$ cat src/common/usq_defines.vh
// Register map, field positions and reset values of the queue status block
`ifndef USQ_DEFINES_VH
`define USQ_DEFINES_VH

// ****************************************************************
// Register byte addresses
// ****************************************************************
`define USQ_ADDR_FIFO_STATUS 32'h5000117c
`define USQ_ADDR_TX_FILL_LEVEL 32'h50001180
`define USQ_ADDR_RX_FILL_LEVEL 32'h50001184
`define USQ_ADDR_SOFT_RESET_CONTROL 32'h50001188
`define USQ_ADDR_REQUEST_SEND_ALIAS 32'h5000118c
`define USQ_ADDR_LINE_CONTROL 32'h500011e0
`define USQ_ADDR_RX_TRIGGER 32'h500011e4
`define USQ_ADDR_IRQ_STATUS 32'h500011f0
`define USQ_ADDR_IRQ_CLEAR 32'h500011f4
`define USQ_ADDR_IRQ_ENABLE 32'h500011f8

// ****************************************************************
// Field positions
// ****************************************************************
`define USQ_ST_RX_FULL 4
`define USQ_ST_RX_NONEMPTY 3
`define USQ_ST_TX_EMPTY 2
`define USQ_ST_TX_NOTFULL 1
`define USQ_SR_TX_FLUSH 2
`define USQ_SR_RX_FLUSH 1
`define USQ_SR_PORT_RESET 0
`define USQ_ALIAS_RTS 0
`define USQ_LC_QUEUE_ENABLE 0
`define USQ_LC_RTS 1
`define USQ_LC_LOOPBACK 4
`define USQ_LC_AUTO_FLOW 5
`define USQ_IRQ_RX_FULL 0
`define USQ_IRQ_TX_EMPTY 1
`define USQ_IRQ_RX_TRIGGER 2

// ****************************************************************
// Reset values and timing
// ****************************************************************
`define USQ_RST_FIFO_STATUS 16'h0006
`define USQ_RST_LEVEL 16'h0000
`define USQ_RST_ALIAS 1'b0
`define USQ_RST_LINE_CONTROL 6'h00
`define USQ_RST_RX_TRIGGER 16'h0008
`define USQ_RST_IRQ 3'h0
`define USQ_PORT_RESET_HOLD 2

`endif

$ cat src/logic/usq_queue_status.v
// Queue status, fill levels, soft reset and request-to-send logic
//
// Decided for this implementation: the AXI4-Lite interface to the registers.
`timescale 1ns/1ps
// Functional notes
// RL1: Status bit 4 shows receive queue full
// RL2: Status bit 3 shows receive queue holds data
// RL3: Status bit 2 shows transmit queue empty, resets one
// RL4: Status bit 1 shows transmit queue not full
// RL5: Transmit level register reads current entry count
// RL6: Receive level register reads current entry count
// RL7: Reset bit 2 flushes transmit queue, self-clearing
// RL8: Reset bit 1 flushes receive queue, self-clearing
// RL9: Reset bit 0 resets whole port, async assert
// RL10: Alias bit 0 mirrors the request-to-send control
// RL11: Without auto flow, request-to-send low when set
// RL12: Auto flow gates request-to-send with receive trigger; gated here only while queue enable is also set
// RL13: Loopback holds output high, loops value back
// RL14: Queue depth is a parameter, sixteen by default
// RL15: Reserved bits and reset register read zero

`include "usq_defines.vh"

module usq_queue_status #(
  parameter DEPTH = 16
) (
  input wire aclk,
  input wire aresetn,
  input wire [31:0] s_axi_awaddr,
  input wire [2:0] s_axi_awprot,
  input wire s_axi_awvalid,
  output wire s_axi_awready,
  input wire [31:0] s_axi_wdata,
  input wire [3:0] s_axi_wstrb,
  input wire s_axi_wvalid,
  output wire s_axi_wready,
  output reg [1:0] s_axi_bresp,
  output reg s_axi_bvalid,
  input wire s_axi_bready,
  input wire [31:0] s_axi_araddr,
  input wire [2:0] s_axi_arprot,
  input wire s_axi_arvalid,
  output wire s_axi_arready,
  output reg [31:0] s_axi_rdata,
  output reg [1:0] s_axi_rresp,
  output reg s_axi_rvalid,
  input wire s_axi_rready,
  input wire tx_put,
  input wire tx_take,
  input wire rx_put,
  input wire rx_take,
  output wire tx_queue_ready,
  output wire rx_queue_ready,
  output wire tx_queue_flush,
  output wire rx_queue_flush,
  output wire port_reset_n,
  output wire request_send_n,
  output wire loop_request_send,
  output wire irq
);

  // ****************************************************************
  // Declarations
  // ****************************************************************
  localparam [1:0] RESP_OKAY = 2'b00;
  localparam [1:0] RESP_SLVERR = 2'b10;
  localparam [15:0] DEPTH_W = DEPTH[15:0];

  wire [15:0] tx_level;
  wire [15:0] rx_level;
  wire tx_clear;
  wire rx_clear;
  reg rts_bit;
  reg queue_enable;
  reg loopback;
  reg auto_flow;
  reg [15:0] rx_trigger;
  reg [2:0] irq_status;
  reg [2:0] irq_enable;
  reg [2:0] prev_event;
  reg [1:0] reset_sync;
  reg wr_hit;
  reg rd_hit;
  reg [31:0] rd_value;
  wire wr_take;
  wire [31:0] wa;
  wire [15:0] wd;
  wire [15:0] fifo_status;
  wire rx_full_flag;
  wire rx_queue_nonempty_flag;
  wire tx_queue_empty_flag;
  wire tx_queue_notfull_flag;
  wire rx_queue_full_flag;
  wire rx_over_trigger;
  wire whole_port_reset;
  wire port_rst;
  wire [2:0] event_level;
  wire [2:0] irq_clear;
  wire wr_sr;
  wire wr_alias;
  wire wr_lc;

  // ****************************************************************
  // Bus write channel
  // ****************************************************************
  assign wr_take = s_axi_awvalid & s_axi_wvalid & ~s_axi_bvalid;
  assign s_axi_awready = wr_take;
  assign s_axi_wready = wr_take;
  assign wa = s_axi_awaddr;
  assign wd[7:0] = s_axi_wstrb[0] ? s_axi_wdata[7:0] : 8'h00;
  assign wd[15:8] = s_axi_wstrb[1] ? s_axi_wdata[15:8] : 8'h00;
  assign wr_sr = wr_take & (wa == `USQ_ADDR_SOFT_RESET_CONTROL);
  assign wr_alias = wr_take & (wa == `USQ_ADDR_REQUEST_SEND_ALIAS) &
    s_axi_wstrb[0];
  assign wr_lc = wr_take & (wa == `USQ_ADDR_LINE_CONTROL) &
    s_axi_wstrb[0];

  always @* begin
    case (wa)
      `USQ_ADDR_FIFO_STATUS,
      `USQ_ADDR_TX_FILL_LEVEL,
      `USQ_ADDR_RX_FILL_LEVEL,
      `USQ_ADDR_SOFT_RESET_CONTROL,
      `USQ_ADDR_REQUEST_SEND_ALIAS,
      `USQ_ADDR_LINE_CONTROL,
      `USQ_ADDR_RX_TRIGGER,
      `USQ_ADDR_IRQ_STATUS,
      `USQ_ADDR_IRQ_CLEAR,
      `USQ_ADDR_IRQ_ENABLE: wr_hit = 1'b1;
      default: wr_hit = 1'b0;
    endcase
  end

  always @(posedge aclk) begin
    if (!aresetn) begin
      s_axi_bvalid <= 1'b0;
      s_axi_bresp <= RESP_OKAY;
    end else if (wr_take) begin
      s_axi_bvalid <= 1'b1;
      s_axi_bresp <= wr_hit ? RESP_OKAY : RESP_SLVERR;
    end else if (s_axi_bready) begin
      s_axi_bvalid <= 1'b0;
    end
  end

  // ****************************************************************
  // Soft reset
  // ****************************************************************
  // RL9: port reset request
  assign whole_port_reset = wr_sr & s_axi_wstrb[0] &
    s_axi_wdata[`USQ_SR_PORT_RESET];
  // RL9: async assert, sync release
  always @(posedge aclk) begin
    if (!aresetn) begin
      reset_sync <= 2'b11;
    end else if (whole_port_reset) begin
      reset_sync <= 2'b00;
    end else begin
      reset_sync <= {reset_sync[0], 1'b1};
    end
  end
  assign port_rst = whole_port_reset | ~reset_sync[1];
  assign port_reset_n = ~port_rst;

  // RL7: transmit flush pulse
  assign tx_queue_flush = wr_sr & s_axi_wstrb[0] &
    s_axi_wdata[`USQ_SR_TX_FLUSH];
  // RL8: receive flush pulse
  assign rx_queue_flush = wr_sr & s_axi_wstrb[0] &
    s_axi_wdata[`USQ_SR_RX_FLUSH];

  // ****************************************************************
  // Queue occupancy
  // ****************************************************************
  // RL14: depth sets full point
  assign tx_queue_ready = tx_level != DEPTH_W;
  assign rx_queue_ready = rx_level != DEPTH_W;

  // RL7: flush empties transmit
  assign tx_clear = ~aresetn | port_rst | tx_queue_flush;
  // RL8: flush empties receive
  assign rx_clear = ~aresetn | port_rst | rx_queue_flush;

  // RL5: track transmit count
  usq_level_cnt #(
    .DEPTH(DEPTH)
  ) tx_cnt_i (
    .aclk(aclk),
    .clear(tx_clear),
    .put(tx_put),
    .take(tx_take),
    .level(tx_level)
  );

  // RL6: track receive count
  usq_level_cnt #(
    .DEPTH(DEPTH)
  ) rx_cnt_i (
    .aclk(aclk),
    .clear(rx_clear),
    .put(rx_put),
    .take(rx_take),
    .level(rx_level)
  );

  // ****************************************************************
  // Status flags
  // ****************************************************************
  // RL1: receive full flag
  assign rx_queue_full_flag = rx_level == DEPTH_W;
  assign rx_full_flag = rx_queue_full_flag;
  // RL2: receive not-empty flag
  assign rx_queue_nonempty_flag = rx_level != 16'h0000;
  // RL3: transmit empty flag
  assign tx_queue_empty_flag = tx_level == 16'h0000;
  // RL4: transmit not-full flag
  assign tx_queue_notfull_flag = tx_level != DEPTH_W;
  // RL15: reserved status bits zero
  assign fifo_status = {11'h000, rx_full_flag, rx_queue_nonempty_flag,
    tx_queue_empty_flag, tx_queue_notfull_flag, 1'b0};

  // ****************************************************************
  // Control registers
  // ****************************************************************
  always @(posedge aclk) begin
    if (!aresetn || port_rst) begin
      rts_bit <= `USQ_RST_ALIAS;
      {auto_flow, loopback, queue_enable} <= 3'b000;
      rx_trigger <= `USQ_RST_RX_TRIGGER;
      irq_enable <= `USQ_RST_IRQ;
    end else begin
      // RL10: alias writes control bit
      if (wr_alias)
        rts_bit <= s_axi_wdata[`USQ_ALIAS_RTS];
      else if (wr_lc)
        rts_bit <= s_axi_wdata[`USQ_LC_RTS];
      if (wr_lc) begin
        queue_enable <= s_axi_wdata[`USQ_LC_QUEUE_ENABLE];
        loopback <= s_axi_wdata[`USQ_LC_LOOPBACK];
        auto_flow <= s_axi_wdata[`USQ_LC_AUTO_FLOW];
      end
      if (wr_take && wa == `USQ_ADDR_RX_TRIGGER)
        rx_trigger <= (wd & {{8{s_axi_wstrb[1]}}, {8{s_axi_wstrb[0]}}}) |
          (rx_trigger & ~{{8{s_axi_wstrb[1]}}, {8{s_axi_wstrb[0]}}});
      if (wr_take && wa == `USQ_ADDR_IRQ_ENABLE && s_axi_wstrb[0])
        irq_enable <= s_axi_wdata[2:0];
    end
  end

  // ****************************************************************
  // Request to send
  // ****************************************************************
  assign rx_over_trigger = rx_level > rx_trigger;
  // RL11: active low request
  // RL12: auto flow gating
  // RL13: loopback holds high
  assign request_send_n = loopback | ~rts_bit |
    (auto_flow & queue_enable & rx_over_trigger);
  // RL13: internal loop path
  assign loop_request_send = loopback & rts_bit;

  // ****************************************************************
  // Interrupts
  // ****************************************************************
  assign event_level = {rx_over_trigger, tx_queue_empty_flag,
    rx_queue_full_flag};
  assign irq_clear = (wr_take && wa == `USQ_ADDR_IRQ_CLEAR &&
    s_axi_wstrb[0]) ? s_axi_wdata[2:0] : 3'h0;

  always @(posedge aclk) begin
    if (!aresetn || port_rst) begin
      irq_status <= `USQ_RST_IRQ;
      prev_event <= 3'b010;
    end else begin
      prev_event <= event_level;
      irq_status <= (irq_status & ~irq_clear) |
        (event_level & ~prev_event);
    end
  end
  assign irq = |(irq_status & irq_enable);

  // ****************************************************************
  // Bus read channel
  // ****************************************************************
  assign s_axi_arready = ~s_axi_rvalid;

  always @* begin
    rd_hit = 1'b1;
    rd_value = 32'h00000000;
    case (s_axi_araddr)
      `USQ_ADDR_FIFO_STATUS: rd_value = {16'h0000, fifo_status};
      `USQ_ADDR_TX_FILL_LEVEL: rd_value = {16'h0000, tx_level};
      `USQ_ADDR_RX_FILL_LEVEL: rd_value = {16'h0000, rx_level};
      // RL15: write-only reads zero
      `USQ_ADDR_SOFT_RESET_CONTROL: rd_value = 32'h00000000;
      // RL10: alias reads control bit
      `USQ_ADDR_REQUEST_SEND_ALIAS: rd_value = {31'h00000000, rts_bit};
      `USQ_ADDR_LINE_CONTROL:
        rd_value = {26'h0000000, auto_flow, loopback, 2'b00, rts_bit,
          queue_enable};
      `USQ_ADDR_RX_TRIGGER: rd_value = {16'h0000, rx_trigger};
      `USQ_ADDR_IRQ_STATUS: rd_value = {29'h00000000, irq_status};
      `USQ_ADDR_IRQ_CLEAR: rd_value = 32'h00000000;
      `USQ_ADDR_IRQ_ENABLE: rd_value = {29'h00000000, irq_enable};
      default: rd_hit = 1'b0;
    endcase
  end

  always @(posedge aclk) begin
    if (!aresetn) begin
      s_axi_rvalid <= 1'b0;
      s_axi_rdata <= 32'h00000000;
      s_axi_rresp <= RESP_OKAY;
    end else if (s_axi_arvalid && !s_axi_rvalid) begin
      s_axi_rvalid <= 1'b1;
      s_axi_rdata <= rd_value;
      s_axi_rresp <= rd_hit ? RESP_OKAY : RESP_SLVERR;
    end else if (s_axi_rready) begin
      s_axi_rvalid <= 1'b0;
    end
  end

endmodule // usq_queue_status

// ****************************************************************
// Queue entry counter, shared by both queues
// ****************************************************************
module usq_level_cnt #(
  parameter DEPTH = 16
) (
  input wire aclk,
  input wire clear,
  input wire put,
  input wire take,
  output reg [15:0] level
);

  // ****************************************************************
  // Declarations
  // ****************************************************************
  localparam [15:0] DEPTH_W = DEPTH[15:0];

  reg [15:0] next_level;
  wire full;
  wire empty;
  wire can_put;
  wire can_take;

  // ****************************************************************
  // Accepted strobes
  // ****************************************************************
  // RL14: depth sets full point
  assign full = level == DEPTH_W;
  assign empty = level == 16'h0000;
  assign can_put = put & ~full;
  assign can_take = take & ~empty;

  // ****************************************************************
  // Next count
  // ****************************************************************
  always @* begin
    next_level = level;
    if (can_put && !can_take) begin
      next_level = level + 16'h0001;
    end else if (can_take && !can_put) begin
      next_level = level - 16'h0001;
    end
  end

  always @(posedge aclk) begin
    if (clear) begin
      level <= `USQ_RST_LEVEL;
    end else begin
      level <= next_level;
    end
  end

endmodule // usq_level_cnt

$ cat config.mk
export PLATFORM = sky130hd
export DESIGN_NAME = usq_queue_status
export DESIGN_NICKNAME = d
export VERILOG_FILES = /design/src/logic/usq_queue_status.v
export VERILOG_INCLUDE_DIRS = /design/src /design/src/common
export SDC_FILE = /design/constraint.sdc
export NUM_CORES = 1
export LEC_CHECK = 0
export BUFFER_PORTS_ARGS = -buffer_cell sky130_fd_sc_hd__buf_2
export CAP_MARGIN = 20
export CELL_PAD_IN_SITES_DETAIL_PLACEMENT = 1
export CELL_PAD_IN_SITES_GLOBAL_PLACEMENT = 1
export CORE_UTILIZATION = 38
export CTS_CLUSTER_SIZE = 40
export DETAILED_ROUTE_END_ITERATION = 10
export GPL_ROUTABILITY_DRIVEN = 0
export PLACE_DENSITY = 0.9
export RECOVER_POWER = 100
export SYNTH_ARGS = -nofsm -noshare
export SYNTH_HDL_FRONTEND = slang
export SYNTH_SLANG_ARGS = --single-unit
$ cat constraint.sdc
create_clock -name aclk -period 4.8 [get_ports aclk]
set_input_delay 0.48 -clock aclk [delete_from_list [all_inputs] [get_ports aclk]]
set_output_delay 0.48 -clock aclk [all_outputs]
set_load 0.005 [all_outputs]
==> results.yml <==
status:
  status: "complete, but fails checks"
  violations: "capacitance limit, slew limit"
floorplanning:
  core-area_um2: 14700
  die_area_um2: 15700
  pin_count: 166
  initial_utilization: 0.394
  rows: 44
  die_h_um: 125
  die_w_um: 125
yosys:
  ys_warn_count: 0
  synth-seq-cells: 83
  async_reset_ff_frac: 0
  synth_common_cells: "83 x dfxtp_1, 76 x nor2_1, 75 x nand2_1, 49 x a21oi_1, 46 x ha_1"
  ys_seq_area_frac: 0.287
  synthMuxAreaShare: 0.0521
  post-synth-top-count-cell: "dfxtp_1"
  synth_fa_ha_area_frac: 0.106
  synth_cell_type_count: 66
  syn_area_um2: 5790
  synth_top_family_by_area: "simple AND/OR/NAND/NOR gates"
  yosys-top-cells-area: "dfxtp_1 29%, ha_1 9.9%, mux2i_1 5.0%"
  yosysTopAreaCell: "dfxtp_1"
  syn_area_per_cell_um2: 7.98
  synth_flop_cell: "dfxtp_1"
  synthCells: 725
  synth_edf_count: 0
  synth_compound_area_frac: 0.187
  synth_xor_area_frac: 0.0348
  synthSimpleGateAreaFrac: 0.267
  synthDominantCellAreaShare: 0.287
route:
  drc: 0
  drt_wl_total_um: 18400
  drtPass1Iterations: 7
  routed-via-count: 5792
  viasPerCell: 5.63
  drtIter0Drc: 340
  ant_nets: 0
  wl_per_cell_um: 17.8
grt:
  grt_pass1_vias: 5948
  overflow: 0
  grt_max_degree: 26
  grt_pass1_wl_um: 29200
  grt_util_all_layers: 0.234
  antenna_found_initial: 0
sta:
  clock_skew_ns: 0.00533
  hold_viol_final: 0
  setup_viol: 0
  min_period_over_period: 0.887
  max_slew.worst_pin.slew_ns: 1.63
  drv_slew: 13
  final.min_clock_period_ns: 4.26
  fmax_mhz: 235
  slew_headroom: -0.0899
  setup_tns_ns: 0
  holdWs_ns: 0.355
  rsz0062_at_grt: "false"
  fin_ws_ns: 0.540
worst_setup_path:
  cp-start-kind: "flop"
  cp-end-kind: "flop"
  cp_max_fo: 14
  crit_family: "simple AND/OR/NAND/NOR gates"
  slowest_stage: "or4_1"
  r2r-start: "tx_cnt_i.level[8]$_SDFFE_PP0P_"
  reg2reg_depth: 15
  path_cells: "nor4_1, nand4_1, or2_2, nand2_1, ha_1, inv_1, ha_1, nor2b_1, o21a_1, o21ai_0, a21o_1, a21oi_1, or4_1, nand3_1, a21oi_1"
  cp.arrival_ns: 4.46
  reg2reg_to: "tx_cnt_i.level[14]$_SDFFE_PP0P_"
  critPathMaxStageDelay_ns: 0.48
  crit_type: "flop to flop"
  crit_buf_inv: 1
  critPathRequiredTime_ns: 5.00
  ff2ff_setup_slack_ns: 0.54
power:
  ir_drop_v: 0.000238
  power_mw: 3.43
  pwr-share-comb: 0.510
  leakage_nw: 3.00
  p_sw_frac: 0.417
  pwr-share-clk: 0.206
  p_per_area_nw_per_um2: 510
  power_frac_seq: 0.285
  switchingPower_mw: 1.43
  p_int_mw: 2.00
finish:
  area_growth_pct: 16.2
  drive_above_1_share: 0.162
  final_nets: 1005
  postLayoutCoreUtil: 0.457
  fillers: 1865
  diodes: 0
clock_network:
  cts_made_buffers: 9
  clock_path_buffers: 2
  clockRootBuffer: "clkbuf_16"
  clock-sinks: 83
  clk_latency_ns: 0.35
  clk_pin_slew_worst_paths_ns: 0.06
  htree_levels: 3
  postCtsSetupRepairBufs: 0
  cts_hold_buffers: 0
  postCtsResizedCells: 0
  cts_tree: "done"
min_path:
  min_path_cells: 3
  hp-class: "input port to flop"
  worstHoldStart: "s_axi_wdata[3]"
placed_design:
  io_buffers: 123
  preCtsSetupSlack_ns: 0.575
  hpwl_um: 14200
job:
  maxCapViolations: 1
[worst max path at each step]
stage / startpoint / to / slack, ns / depth (start not counted)
after floorplan: rx_cnt_i.level[0]$_SDFFE_PP0P_ / rx_cnt_i.level[14]$_SDFFE_PP0P_ / 1.39 / 16
after global placement: rx_cnt_i.level[9]$_SDFFE_PP0P_ / rx_cnt_i.level[14]$_SDFFE_PP0P_ / 0.75 / 16
after detailed placement: rx_cnt_i.level[0]$_SDFFE_PP0P_ / rx_cnt_i.level[14]$_SDFFE_PP0P_ / 0.58 / 16
after CTS: rx_cnt_i.level[0]$_SDFFE_PP0P_ / rx_cnt_i.level[14]$_SDFFE_PP0P_ / 0.56 / 16
after global routing: rx_cnt_i.level[1]$_SDFFE_PP0P_ / rx_cnt_i.level[14]$_SDFFE_PP0P_ / 0.20 / 16
final: tx_cnt_i.level[8]$_SDFFE_PP0P_ / tx_cnt_i.level[14]$_SDFFE_PP0P_ / 0.54 / 15
[kinds of logic after synthesis]
kind of cell | count (synthesis)
and+or+nand+nor | 296
AOI/OAI and AO/OA | 168
DFF | 83
buffers and inverters | 76
adders and majority gates | 48
muxes | 30
xor gates and xnor gates | 23
other | 1
[metrics by stage]
step	area (um2)	std cells
floorplan	5850	742
global placement	6490	1013
detailed placement	6490	1013
CTS	6780	1029
global route	6720	1029
finish	6720	1029
[routing by layer]
layer / GRT usage / vias up / share of wire
met2: 0.436 / 129 / 0.51
met5: 0 / - / 0
met3: 0.0454 / 27 / 0.040
met4: 0.0796 / 0 / 0.021
met1: 0.264 / 2817 / 0.43
li1: - / 2819 / -
[cell usage in the layout, fill, tap and decap left out, types with 17 or more instances in the layout]
cell type,instances
nand3_1,21
nor3_1,21
conb_1,18
nor4_1,17
o21ai_0,38
a21oi_1,49
nand2_1,76
clkbuf_1,17
inv_1,34
dfxtp_1,83
mux2i_1,29
buf_2,106
ha_1,46
nor2_1,76
[power groups by stage]
stage / Clock [mW] / Combinational, mW / Sequential (mW)
after CTS: 0.714 / 1.75 / 0.970
after floorplan: 0 / 1.33 / 0.923
after global placement: 0 / 1.64 / 0.976
final: 0.706 / 1.75 / 0.976
after global routing: 0.744 / 1.97 / 0.990
after detailed placement: 0 / 1.73 / 0.983
[cell type report]
class	count	area, um2	share of cell area
multi-input cells	583	3770	0.561
inverters	36	135	0.0201
flip-flops and latches	83	1660	0.247
clock inverters	4	50.0	0.00745
well taps	184	230	0.0343
clock buffers	12	246	0.0367
repair buffers	127	626	0.0931
[worst register-to-register path: cells and delay by family (launching register included)]
kind	cells	cell delay, ns
AO/OA/AOI/OAI	5	0.90
adder cells (fa/ha/maj)	2	0.72
buffers and inverters	1	0.32
flip-flops	1	0.37
AND/OR/NAND/NOR	7	1.80
No activity file was read; power rests on OpenSTA's default activity.
